$ cat src/phyim_pkg.sv
// phyim_pkg: register map, field positions and reset values for the
// low interrupt mask block and its event status.
// assumes: a 5-bit management register address and 16-bit register data.
package phyim_pkg;

    localparam int ADDR_W = 5;
    localparam int DATA_W = 16;

    // register offsets
    localparam logic [ADDR_W-1:0] OFS_MASK   = 5'h10;
    localparam logic [ADDR_W-1:0] OFS_STATUS = 5'h11;
    localparam logic [ADDR_W-1:0] OFS_CFG10  = 5'h1C;

    // event bit positions, shared by mask and status
    localparam int BIT_DISC_MSB   = 11;
    localparam int BIT_FCAR_MSB   = 10;
    localparam int BIT_RXERR_MSB  = 9;
    localparam int BIT_LOOP_FAULT = 8;
    localparam int BIT_RESET_DONE = 7;
    localparam int BIT_JABBER     = 6;
    localparam int BIT_AN_DONE    = 5;
    localparam int BIT_PD_FAULT   = 4;
    localparam int BIT_PD_FAIL    = 3;
    localparam int BIT_REM_FAULT  = 2;
    localparam int BIT_PAGE_RX    = 1;
    localparam int BIT_RESERVED   = 0;

    // compat mode bit inside the 10 Mb/s configuration register
    localparam int BIT_COMPAT = 0;

    // implemented mask bits and reset values
    localparam logic [DATA_W-1:0] MASK_IMPL  = 16'h0FFE;
    localparam logic [DATA_W-1:0] MASK_RESET = 16'h0080;
    localparam logic [DATA_W-1:0] STAT_RESET = 16'h0000;
    localparam logic              COMPAT_RESET = 1'b0;

endpackage

$ cat src/phyim_edge.sv
// phyim_edge: rising-edge detector, one lane per bit.
// assumes: inputs are synchronous levels on sys_clk_in.
module phyim_edge #(
    parameter int WIDTH = 16
) (
    input  wire logic             sys_clk_in,
    input  wire logic             rstn_in,
    input  wire logic [WIDTH-1:0] level_in,
    output logic      [WIDTH-1:0] rise_out
);
    import phyim_pkg::*;

    typedef struct packed {
        logic [WIDTH-1:0] prev;
    } phyim_edge_state_t;

    phyim_edge_state_t st_q;
    phyim_edge_state_t st_d;

    ////////////////////////////////////////////////////////////////////////
    // per-lane compare against last cycle
    genvar g;
    generate
        for (g = 0; g < WIDTH; g++) begin : g_lane
            assign rise_out[g] = level_in[g] & ~st_q.prev[g];
        end
    endgenerate

    // next state is simply the current level
    always_comb begin
        st_d      = st_q;
        st_d.prev = level_in;
    end

    // prev starts low, so a level already high at release fires once
    always_ff @(posedge sys_clk_in or negedge rstn_in) begin
        if (!rstn_in) begin
            st_q <= '0;
        end else begin
            st_q <= st_d;
        end
    end
endmodule

$ cat src/phyim_sticky.sv
// phyim_sticky: sticky event status with clear-on-read and masked irq.
// assumes: clear_in is a one-cycle pulse from a status register read.
module phyim_sticky #(
    parameter int WIDTH = 16
) (
    input  wire logic             sys_clk_in,
    input  wire logic             rstn_in,
    input  wire logic [WIDTH-1:0] set_in,
    input  wire logic             clear_in,
    input  wire logic [WIDTH-1:0] enable_in,
    output logic      [WIDTH-1:0] status_out,
    output logic                  irq_out
);
    import phyim_pkg::*;

    typedef struct packed {
        logic [WIDTH-1:0] status;
        logic             irq;
    } phyim_sticky_state_t;

    phyim_sticky_state_t st_q;
    phyim_sticky_state_t st_d;

    ////////////////////////////////////////////////////////////////////////
    // set beats clear so an event landing on the read is kept
    always_comb begin
        st_d = st_q;
        if (clear_in) begin
            st_d.status = '0;
        end
        st_d.status = st_d.status | set_in;
        st_d.irq    = |(st_d.status & enable_in);
    end

    always_ff @(posedge sys_clk_in or negedge rstn_in) begin
        if (!rstn_in) begin
            st_q <= '0;
        end else begin
            st_q <= st_d;
        end
    end

    assign status_out = st_q.status;
    assign irq_out    = st_q.irq;
endmodule

$ cat src/phyim_top.sv
// phyim_top: low interrupt enable mask, event status and interrupt line.
// assumes: management host on a plain strobe port, read data one cycle
// after the read strobe; event sources are synchronous levels.
//
// Behaviour
// - enable bit 11, reset 0, disconnect counter msb sets raise irq.
// - enable bit 10, reset 0, false carrier counter msb raises irq.
// - enable bit 9, reset 0, receive error counter msb raises irq.
// - enable bit 8, reset 0, elastic buffer fault in loopback.
// - enable bit 7, reset 1, reset and calibration complete.
// - enable bit 6, reset 0, 10 Mb/s jabber detected.
// - enable bit 5, reset 0, auto-negotiation completed.
// - enable bit 4, reset 0, unstable legacy link signalling seen.
// - enable bit 3, reset 0, parallel detect on unadvertised technology.
// - enable bit 2, reset 0, remote fault from negotiation or far end.
// - enable bit 1, reset 0, every received page.
// - compat mode disables all these enables and drops writes to them.
// - disabled events still recorded in status, enabled ones assert irq.
// - status register clears when read, except bits whose event lands in the read cycle.
module phyim_top (
    input  wire logic                           sys_clk_in,
    input  wire logic                           rstn_in,
    // register port
    input  wire logic [phyim_pkg::ADDR_W-1:0]   reg_addr_in,
    input  wire logic [phyim_pkg::DATA_W-1:0]   reg_wdata_in,
    input  wire logic                           reg_wr_in,
    input  wire logic                           reg_rd_in,
    output logic      [phyim_pkg::DATA_W-1:0]   reg_rdata_out,
    // event sources, all levels
    input  wire logic                           disconnect_counter_msb_in,
    input  wire logic                           false_carrier_counter_msb_in,
    input  wire logic                           receive_error_counter_msb_in,
    input  wire logic                           elastic_overrun_in,
    input  wire logic                           elastic_underrun_in,
    input  wire logic                           remote_loopback_in,
    input  wire logic                           reset_cal_done_in,
    input  wire logic                           jabber_in,
    input  wire logic                           autoneg_done_in,
    input  wire logic                           parallel_fault_in,
    input  wire logic                           parallel_fail_in,
    input  wire logic                           remote_fault_in,
    input  wire logic                           page_received_in,
    // interrupt
    output logic                                irq_out
);
    import phyim_pkg::*;

    typedef struct packed {
        logic [DATA_W-1:0] mask;
        logic              compat;
        logic [DATA_W-1:0] rdata;
    } phyim_top_state_t;

    phyim_top_state_t  st_q;
    phyim_top_state_t  st_d;

    logic [DATA_W-1:0] ev_level;
    logic [DATA_W-1:0] ev_rise;
    logic [DATA_W-1:0] status;
    logic [DATA_W-1:0] mask_eff;
    logic              wr_mask;
    logic              wr_cfg;
    logic              rd_status;

    ////////////////////////////////////////////////////////////////////////
    // event levels into their bit lanes
    always_comb begin
        ev_level = '0;
        ev_level[BIT_DISC_MSB]   = disconnect_counter_msb_in;
        ev_level[BIT_FCAR_MSB]   = false_carrier_counter_msb_in;
        ev_level[BIT_RXERR_MSB]  = receive_error_counter_msb_in;
        ev_level[BIT_LOOP_FAULT] = (elastic_overrun_in | elastic_underrun_in) & remote_loopback_in;
        ev_level[BIT_RESET_DONE] = reset_cal_done_in;
        ev_level[BIT_JABBER]     = jabber_in;
        ev_level[BIT_AN_DONE]    = autoneg_done_in;
        ev_level[BIT_PD_FAULT]   = parallel_fault_in;
        ev_level[BIT_PD_FAIL]    = parallel_fail_in;
        ev_level[BIT_REM_FAULT]  = remote_fault_in;
        ev_level[BIT_PAGE_RX]    = page_received_in;
    end

    // an event is the moment its condition becomes true, not its duration
    phyim_edge #(
        .WIDTH (DATA_W)
    ) u_edge (
        .sys_clk_in (sys_clk_in),
        .rstn_in    (rstn_in),
        .level_in   (ev_level),
        .rise_out   (ev_rise)
    );

    ////////////////////////////////////////////////////////////////////////
    // strobe decode
    assign wr_mask   = reg_wr_in & (reg_addr_in == OFS_MASK);
    assign wr_cfg    = reg_wr_in & (reg_addr_in == OFS_CFG10);
    assign rd_status = reg_rd_in & (reg_addr_in == OFS_STATUS);

    assign mask_eff = st_q.compat ? '0 : (st_q.mask & MASK_IMPL);

    // status and irq; clear pulses on the read strobe itself
    phyim_sticky #(
        .WIDTH (DATA_W)
    ) u_sticky (
        .sys_clk_in (sys_clk_in),
        .rstn_in    (rstn_in),
        .set_in     (ev_rise & MASK_IMPL),
        .clear_in   (rd_status),
        .enable_in  (mask_eff),
        .status_out (status),
        .irq_out    (irq_out)
    );

    ////////////////////////////////////////////////////////////////////////
    // register writes and read data
    always_comb begin
        st_d = st_q;
        if (wr_mask && !st_q.compat) begin
            st_d.mask = reg_wdata_in & MASK_IMPL;
        end
        if (wr_cfg) begin
            st_d.compat = reg_wdata_in[BIT_COMPAT];
        end
        // read data stands for exactly one cycle, zero otherwise
        st_d.rdata = '0;
        if (reg_rd_in) begin
            unique case (reg_addr_in)
                OFS_MASK:   st_d.rdata = mask_eff;
                OFS_STATUS: st_d.rdata = status;
                OFS_CFG10:  st_d.rdata[BIT_COMPAT] = st_q.compat;
                default:    st_d.rdata = '0;
            endcase
        end
    end

    always_ff @(posedge sys_clk_in or negedge rstn_in) begin
        if (!rstn_in) begin
            st_q.mask   <= MASK_RESET;
            st_q.compat <= COMPAT_RESET;
            st_q.rdata  <= '0;
        end else begin
            st_q <= st_d;
        end
    end

    assign reg_rdata_out = st_q.rdata;
endmodule

$ cat config.mk
export PLATFORM = sky130hd
export DESIGN_NAME = phyim_top
export DESIGN_NICKNAME = d
export VERILOG_FILES = /design/src/phyim_pkg.sv /design/src/phyim_edge.sv /design/src/phyim_sticky.sv /design/src/phyim_top.sv
export SDC_FILE = /design/constraint.sdc
export NUM_CORES = 1
export LEC_CHECK = 0
export ABC_AREA = 1
export BUFFER_PORTS_ARGS = -buffer_cell sky130_fd_sc_hd__buf_2
export CAP_MARGIN = 5
export CORE_ASPECT_RATIO = 1.4
export CORE_MARGIN = 1.5
export CORE_UTILIZATION = 50
export CTS_CLUSTER_DIAMETER = 40
export CTS_CLUSTER_SIZE = 16
export DETAILED_ROUTE_END_ITERATION = 16
export PLACE_DENSITY_LB_ADDON = 0.2
export RECOVER_POWER = 100
export SKIP_LAST_GASP = 1
export SYNTH_ARGS = -nofsm -noshare
export SYNTH_HDL_FRONTEND = slang
export SYNTH_SLANG_ARGS = --single-unit
$ cat constraint.sdc
create_clock -name sys_clk_in -period 2.5 [get_ports sys_clk_in]
set_clock_uncertainty 0.05 [all_clocks]
set_input_delay 0.75 -clock sys_clk_in [delete_from_list [all_inputs] [get_ports sys_clk_in]]
set_output_delay 0.75 -clock sys_clk_in [all_outputs]
set_load 0.01 [all_outputs]
======== Word level (Yosys, flattened, before mapping) ========
Cells that the tools add are included.
cells by class
  equal/unequal tests ..................... 3
  multiplexer cells ....................... 5
  bitwise operators ....................... 29
  reduce and logical (&&, ||, !) cells .... 3
operators by type and width
  operator                               number
  2-to-1 mux 16 bit                      2
  one-hot mux 15 bit (2 select lines)    1
  bitwise AND 16 x 12 -> 16 bit          1
  bitwise OR 16 x 12 -> 16 bit           1
  OR reduction 16 bit                    1
  bitwise AND 1 bit                      15
  == test 5 bit (second input constant)  3
  2-to-1 mux 12 bit                      1
  NOT 1 bit                              11
  one-hot mux 1 bit (3 select lines)     1
  logical AND 1 bit                      1
  logical NOT 1 bit                      1
  bitwise OR 1 bit                       1
word-level totals
  bits in registers ....................... 56
  input bits .............................. 38
  output and inout bits ................... 17

======== Longest topological paths before layout ========
  word-level depth ........................ 6
  gate-level depth with buffers ........... 11
  depth with buffers taken out ............ 10

======== By module ========
Synthesis repeated with hierarchy kept, for this count alone.
unflattened totals
  cells, all modules ...................... 318
  area total of the unflattened synthesis .. 2745.1 um^2
modules (own cells, without submodules)
  module        times used  cells an instance  area each (um^2)  seq. area each (um^2)
  phyim_top     1           168                1395.1            701.9
  phyim_sticky  1           102                789.5             425.4
  phyim_edge    1           48                 560.5             400.4

======== Least setup slack after synthesis ========
OpenSTA, ideal clock, no wires.
  kind .................................... input-to-reg
  start ................................... input port reg_addr_in[3] in the netlist's numbering
  end ..................................... register u_sticky.st_q (netlist bit u_sticky.irq_out)
  setup time .............................. 0.125 ns
  arrival ................................. 1.537 ns
  path slack .............................. 0.788 ns
  stages .................................. 11
  buffers on the path ..................... 1
  cells stage by stage .................... inv_1 -> nand2_1 -> nor2_1 -> nand2_2 -> buf_6 -> nand2_2 -> nand2_2 -> nand2_1 -> nand2_1 -> nor2_1 -> nand3_1
RTL lines
  what                    line                text
  start: declaration      phyim_top.sv:24     input wire logic [phyim_pkg::ADDR_W-1:0] reg_addr_in,
  end signal: assignment  phyim_sticky.sv:39  st_q <= st_d;
  end: declaration        phyim_sticky.sv:21  phyim_sticky_state_t st_q;

======== Worst setup path in the final report ========
  start ................................... input port reg_addr_in[0] in the netlist's numbering
  end ..................................... register st_q[27] in the netlist's numbering
on the way
  word-level cells in the longest chain between the ends .. 3
RTL lines
  what                    line              text
  == test 5 bit           phyim_top.sv:94   assign wr_mask = reg_wr_in & (reg_addr_in == OFS_MASK);
  bitwise AND 1 bit       phyim_top.sv:94
  logical AND 1 bit       phyim_top.sv:117  if (wr_mask && !st_q.compat) begin
  end signal: assignment  phyim_top.sv:141  st_q <= st_d;
  end: declaration        phyim_top.sv:54   phyim_top_state_t st_q;
No other way between the ends.
A chain may end at the register's enable or synchronous reset.

==> summary.md <==
| Metric | Value |
|---|---|
| Final core utilization | `0.583` |
| Critical path endpoint | `st_q[27]` |
| Clock-pin slew on the worst setup and hold paths | `0.08 ns` |
| Die Span Y | `79.6 um` |
| Final Cycle Share | `0.812` |
| CTS H-tree depth | `2` |
| PwrDens | `661 mW/mm2` |
| Sequential power share | `0.541` |
| Avg Cell Area, Syn | `9.03 um2` |
| GPL Wtd Cong | `0.798` |
| Final TNS setup | `0 ns` |
| CTS tree | `built` |
| Layout cell share with drive strength beyond 1 | `0.237` |
| Hold WC Path Type | `reg -> reg` |
| Min Clock Period, post-route | `2.03 ns` |
| Hpwl dp | `2600 um` |
| Num CTS Buffers | `5` |
| Hold Fails Final Rpt | `0` |
| # rows | `27` |
| P&R area growth vs syn | `11.1%` |
| Synth top area cells | `dfrtp_1 (55%), nand2_1 (11%), buf_4 (6.5%), inv_1 (5.0%), nand2_2 (4.8%)` |
| CTS Hold Bufs | `0` |
| Chip width | `57.7 um` |
| Final Net Count | `307` |
| Failing checks | `design-rule violations` |
| Clock group share of total power | `0.327` |
| PostCTS Resize Cnt | `0` |
| Worst Hold Margin | `0.439 ns` |
| DRC violations left | `4` |
| Tot Pwr | `1.54 mW` |
| CP Launch Point | `reg_addr_in[0]` |
| Crit Path Class | `in -> reg` |
| Register bit total from synthesis | `47` |
| Max Cap Viol | `0` |
| Yosys cell types | `21` |
| RSZ-0062 raised after global routing | `false` |
| Worst Reg-to-Reg Cells | `5` |
| Reg2reg end | `st_q[27]` |
| Global route overflow | `0` |
| Initial DRT Pass Iterations | `10` |
| I/O Buffers | `46` |
| Antenna Cells | `0` |
| Seq/Total Area, Yosys | `0.562` |
| # setup viols final | `0` |
| Initial DRC count | `43` |
| # fillers | `401` |
| Register area | `0.00118 mm2` |
| Pleak | `1.28 nW` |
| Internal power | `1.14 mW` |
| DRT Wirelength | `3660 um` |
| Slew @ Worst Pin | `1.24 ns` |
| NetSw | `0.402 mW` |
| R2R setup slack | `0.61 ns` |
| Comb power frac | `0.132` |
| Max clock buf depth | `2` |
| Latest clock arrival within the worst-skew pair | `0.30 ns` |
| Critical Path End Type | `flip-flop` |
| Critical path's top delay family | `simple AND/OR/NAND/NOR gates` |
| Gr usage total | `0.183` |
| Max Clk Rate | `493 MHz` |
| Crit-path cells | `clkbuf_1 > nor4_4 > nand3_1 > clkbuf_2 > nor2_1 > a21oi_2` |
| Core area | `0.00399 mm2` |
| Pins over their slew limit | `0` |
| Drt wl/cell | `11.7 um` |
| Initial antenna violation count | `0` |
| Setup Fix Bufs, Post-CTS | `0` |
| Yosys Warn Count | `0` |
| Crit path buf inv count | `2` |
| Area of the multi-input gates | `636 um2` |
| IR drop worst, VDD | `0.462 mV` |
| Worst R2R Start | `st_q[16]` |
| Startpoint types | `input pin` |
| Via density | `4.61` |
| Largest net degree at the start of global routing | `26` |
| Clk sink count | `47` |
| Worst EP arrival | `2.16 ns` |
| First-pass GRT wire length | `6270 um` |
| Crit-path slowest cell | `nand3_1` |
| Vias after detailed routing | `1444` |
| Vias in the first global route | `1438` |
| Synthesized instance count | `232` |
| Max stage delay on crit path | `0.38 ns` |
| Die area | `0.00459 mm2` |
| IO Pins | `55` |
| Crit-path max FO | `13` |
| Post-route ant nets | `0` |
| Mapped Area | `0.00209 mm2` |
| CTS Root Buffer Type | `clkbuf_8` |
| WP depth | `6` |
| Required time worst endpoint | `2.63 ns` |
| Synth top area share | `0.550` |
| Initial Util | `0.525` |
| Status | `finished with violations` |
| Switching Share | `0.261` |
| Headroom to the max-slew limit | `0.172` |
| Area leader, netlist | `dfrtp_1` |
## power groups by stage
| stage | Combinational [mW] | Sequential (mW) | Clock [mW] |
|---|---|---|---|
| floorplan | 0.153 | 0.833 | 0 |
| global placement | 0.208 | 0.846 | 0 |
| detailed placement | 0.210 | 0.848 | 0 |
| CTS | 0.212 | 0.833 | 0.516 |
| global route | 0.239 | 0.840 | 0.540 |
| finish | 0.203 | 0.833 | 0.502 |
## worst reg2reg max path: cells and delay by family, from the launching register on
family                 cells  cell delay, ns
AO/OA/AOI/OAI              1            0.12
AND/OR/NAND/NOR            2            0.51
flip-flops                 1            0.58
buffers and inverters      2            0.58
## cells in the final DEF (no fill, tap or decap), types with 2 or more instances in the layout
| cell type | Yosys | routed |
|---|---|---|
| buf_2 | 3 | 30 |
| dfrtp_1 | 46 | 46 |
| nor3_1 | 2 | 2 |
| a21oi_2 | 10 | 10 |
| nand2_2 | 16 | 9 |
| nor2_1 | 25 | 25 |
| clkbuf_8 | 0 | 7 |
| o21ai_0 | 2 | 2 |
| nand2_1 | 59 | 66 |
| nand3_1 | 13 | 14 |
| inv_1 | 28 | 28 |
| conb_1 | 1 | 4 |
| clkbuf_1 | 1 | 16 |
| buf_4 | 18 | 2 |
## kinds of logic (layout without fill, tap and decap cells)
kind of cell           count (synthesis)  count (layout)  synth area share
AO/OA/AOI/OAI                         15              15            0.0550
buffers and inverters                 51              86             0.129
flip-flops                            47              47             0.562
other                                  1               4           0.00179
AND/OR/NAND/NOR                      118             118             0.252
## routing by layer
| layer | track usage | vias to the layer above | routed length (um) |
|---|---|---|---|
| met5 | 0 | - | 0 |
| met4 | 0.102 | 0 | 103 |
| met3 | 0.0292 | 10 | 161 |
| met2 | 0.316 | 36 | 1880 |
| met1 | 0.211 | 648 | 1520 |
| li1 | - | 750 | - |
## synthesized netlist by cell type
master and number:
nor2_1 25, o21ai_1 1, a21oi_1 1, dfstp_2 1
nand2_2 16, nand2_1 59, nor3_1 2, nand3_1 13
conb_1 1, o21a_1 1, a21oi_2 10, dfrtp_1 46
nand3_2 1, clkbuf_1 1, buf_6 1, buf_4 18
nor2_2 1, inv_1 28, o21ai_0 2, buf_2 3
nor4_4 1
## worst min-delay path by stage
stage / from / endpoint / slack, ns / cells after the start
floorplan: rstn_in / reg_rdata_out[0] / 0.40 / 0
global placement: u_sticky.status_out[11] / reg_rdata_out[11] / 0.41 / 2
detailed placement: st_q[24] / st_q[24] / 0.42 / 2
CTS: rstn_in / u_edge.st_q[1] / 0.38 / 1
global route: u_sticky.status_out[11] / reg_rdata_out[11] / 0.48 / 2
finish: st_q[24] / st_q[24] / 0.44 / 2
## state kept, by name, indices dropped and copies added (netlist names)
name,count
u_edge.st_q,11
st_q,12
u_sticky.status_out,11
reg_rdata_out,12
u_sticky.irq_out,1
## cell type report
cell class | count | share of cell area
tap | 43 | 0.0231
clock buffer | 7 | 0.0414
inverter | 28 | 0.0452
multi-input combinational | 137 | 0.273
sequential | 47 | 0.506
clock inverter | 1 | 0.00323
timing repair buffer | 50 | 0.108
## per-stage QoR
step,worst slack (ns),std cells,cell area (um2)
finish,0.470,313,2330
global route,0.304,313,2330
CTS,0.703,313,2370
detailed placement,0.386,305,2270
global placement,0.430,305,2270
floorplan,0.788,235,2110
(Power assumes the default switching activity.)
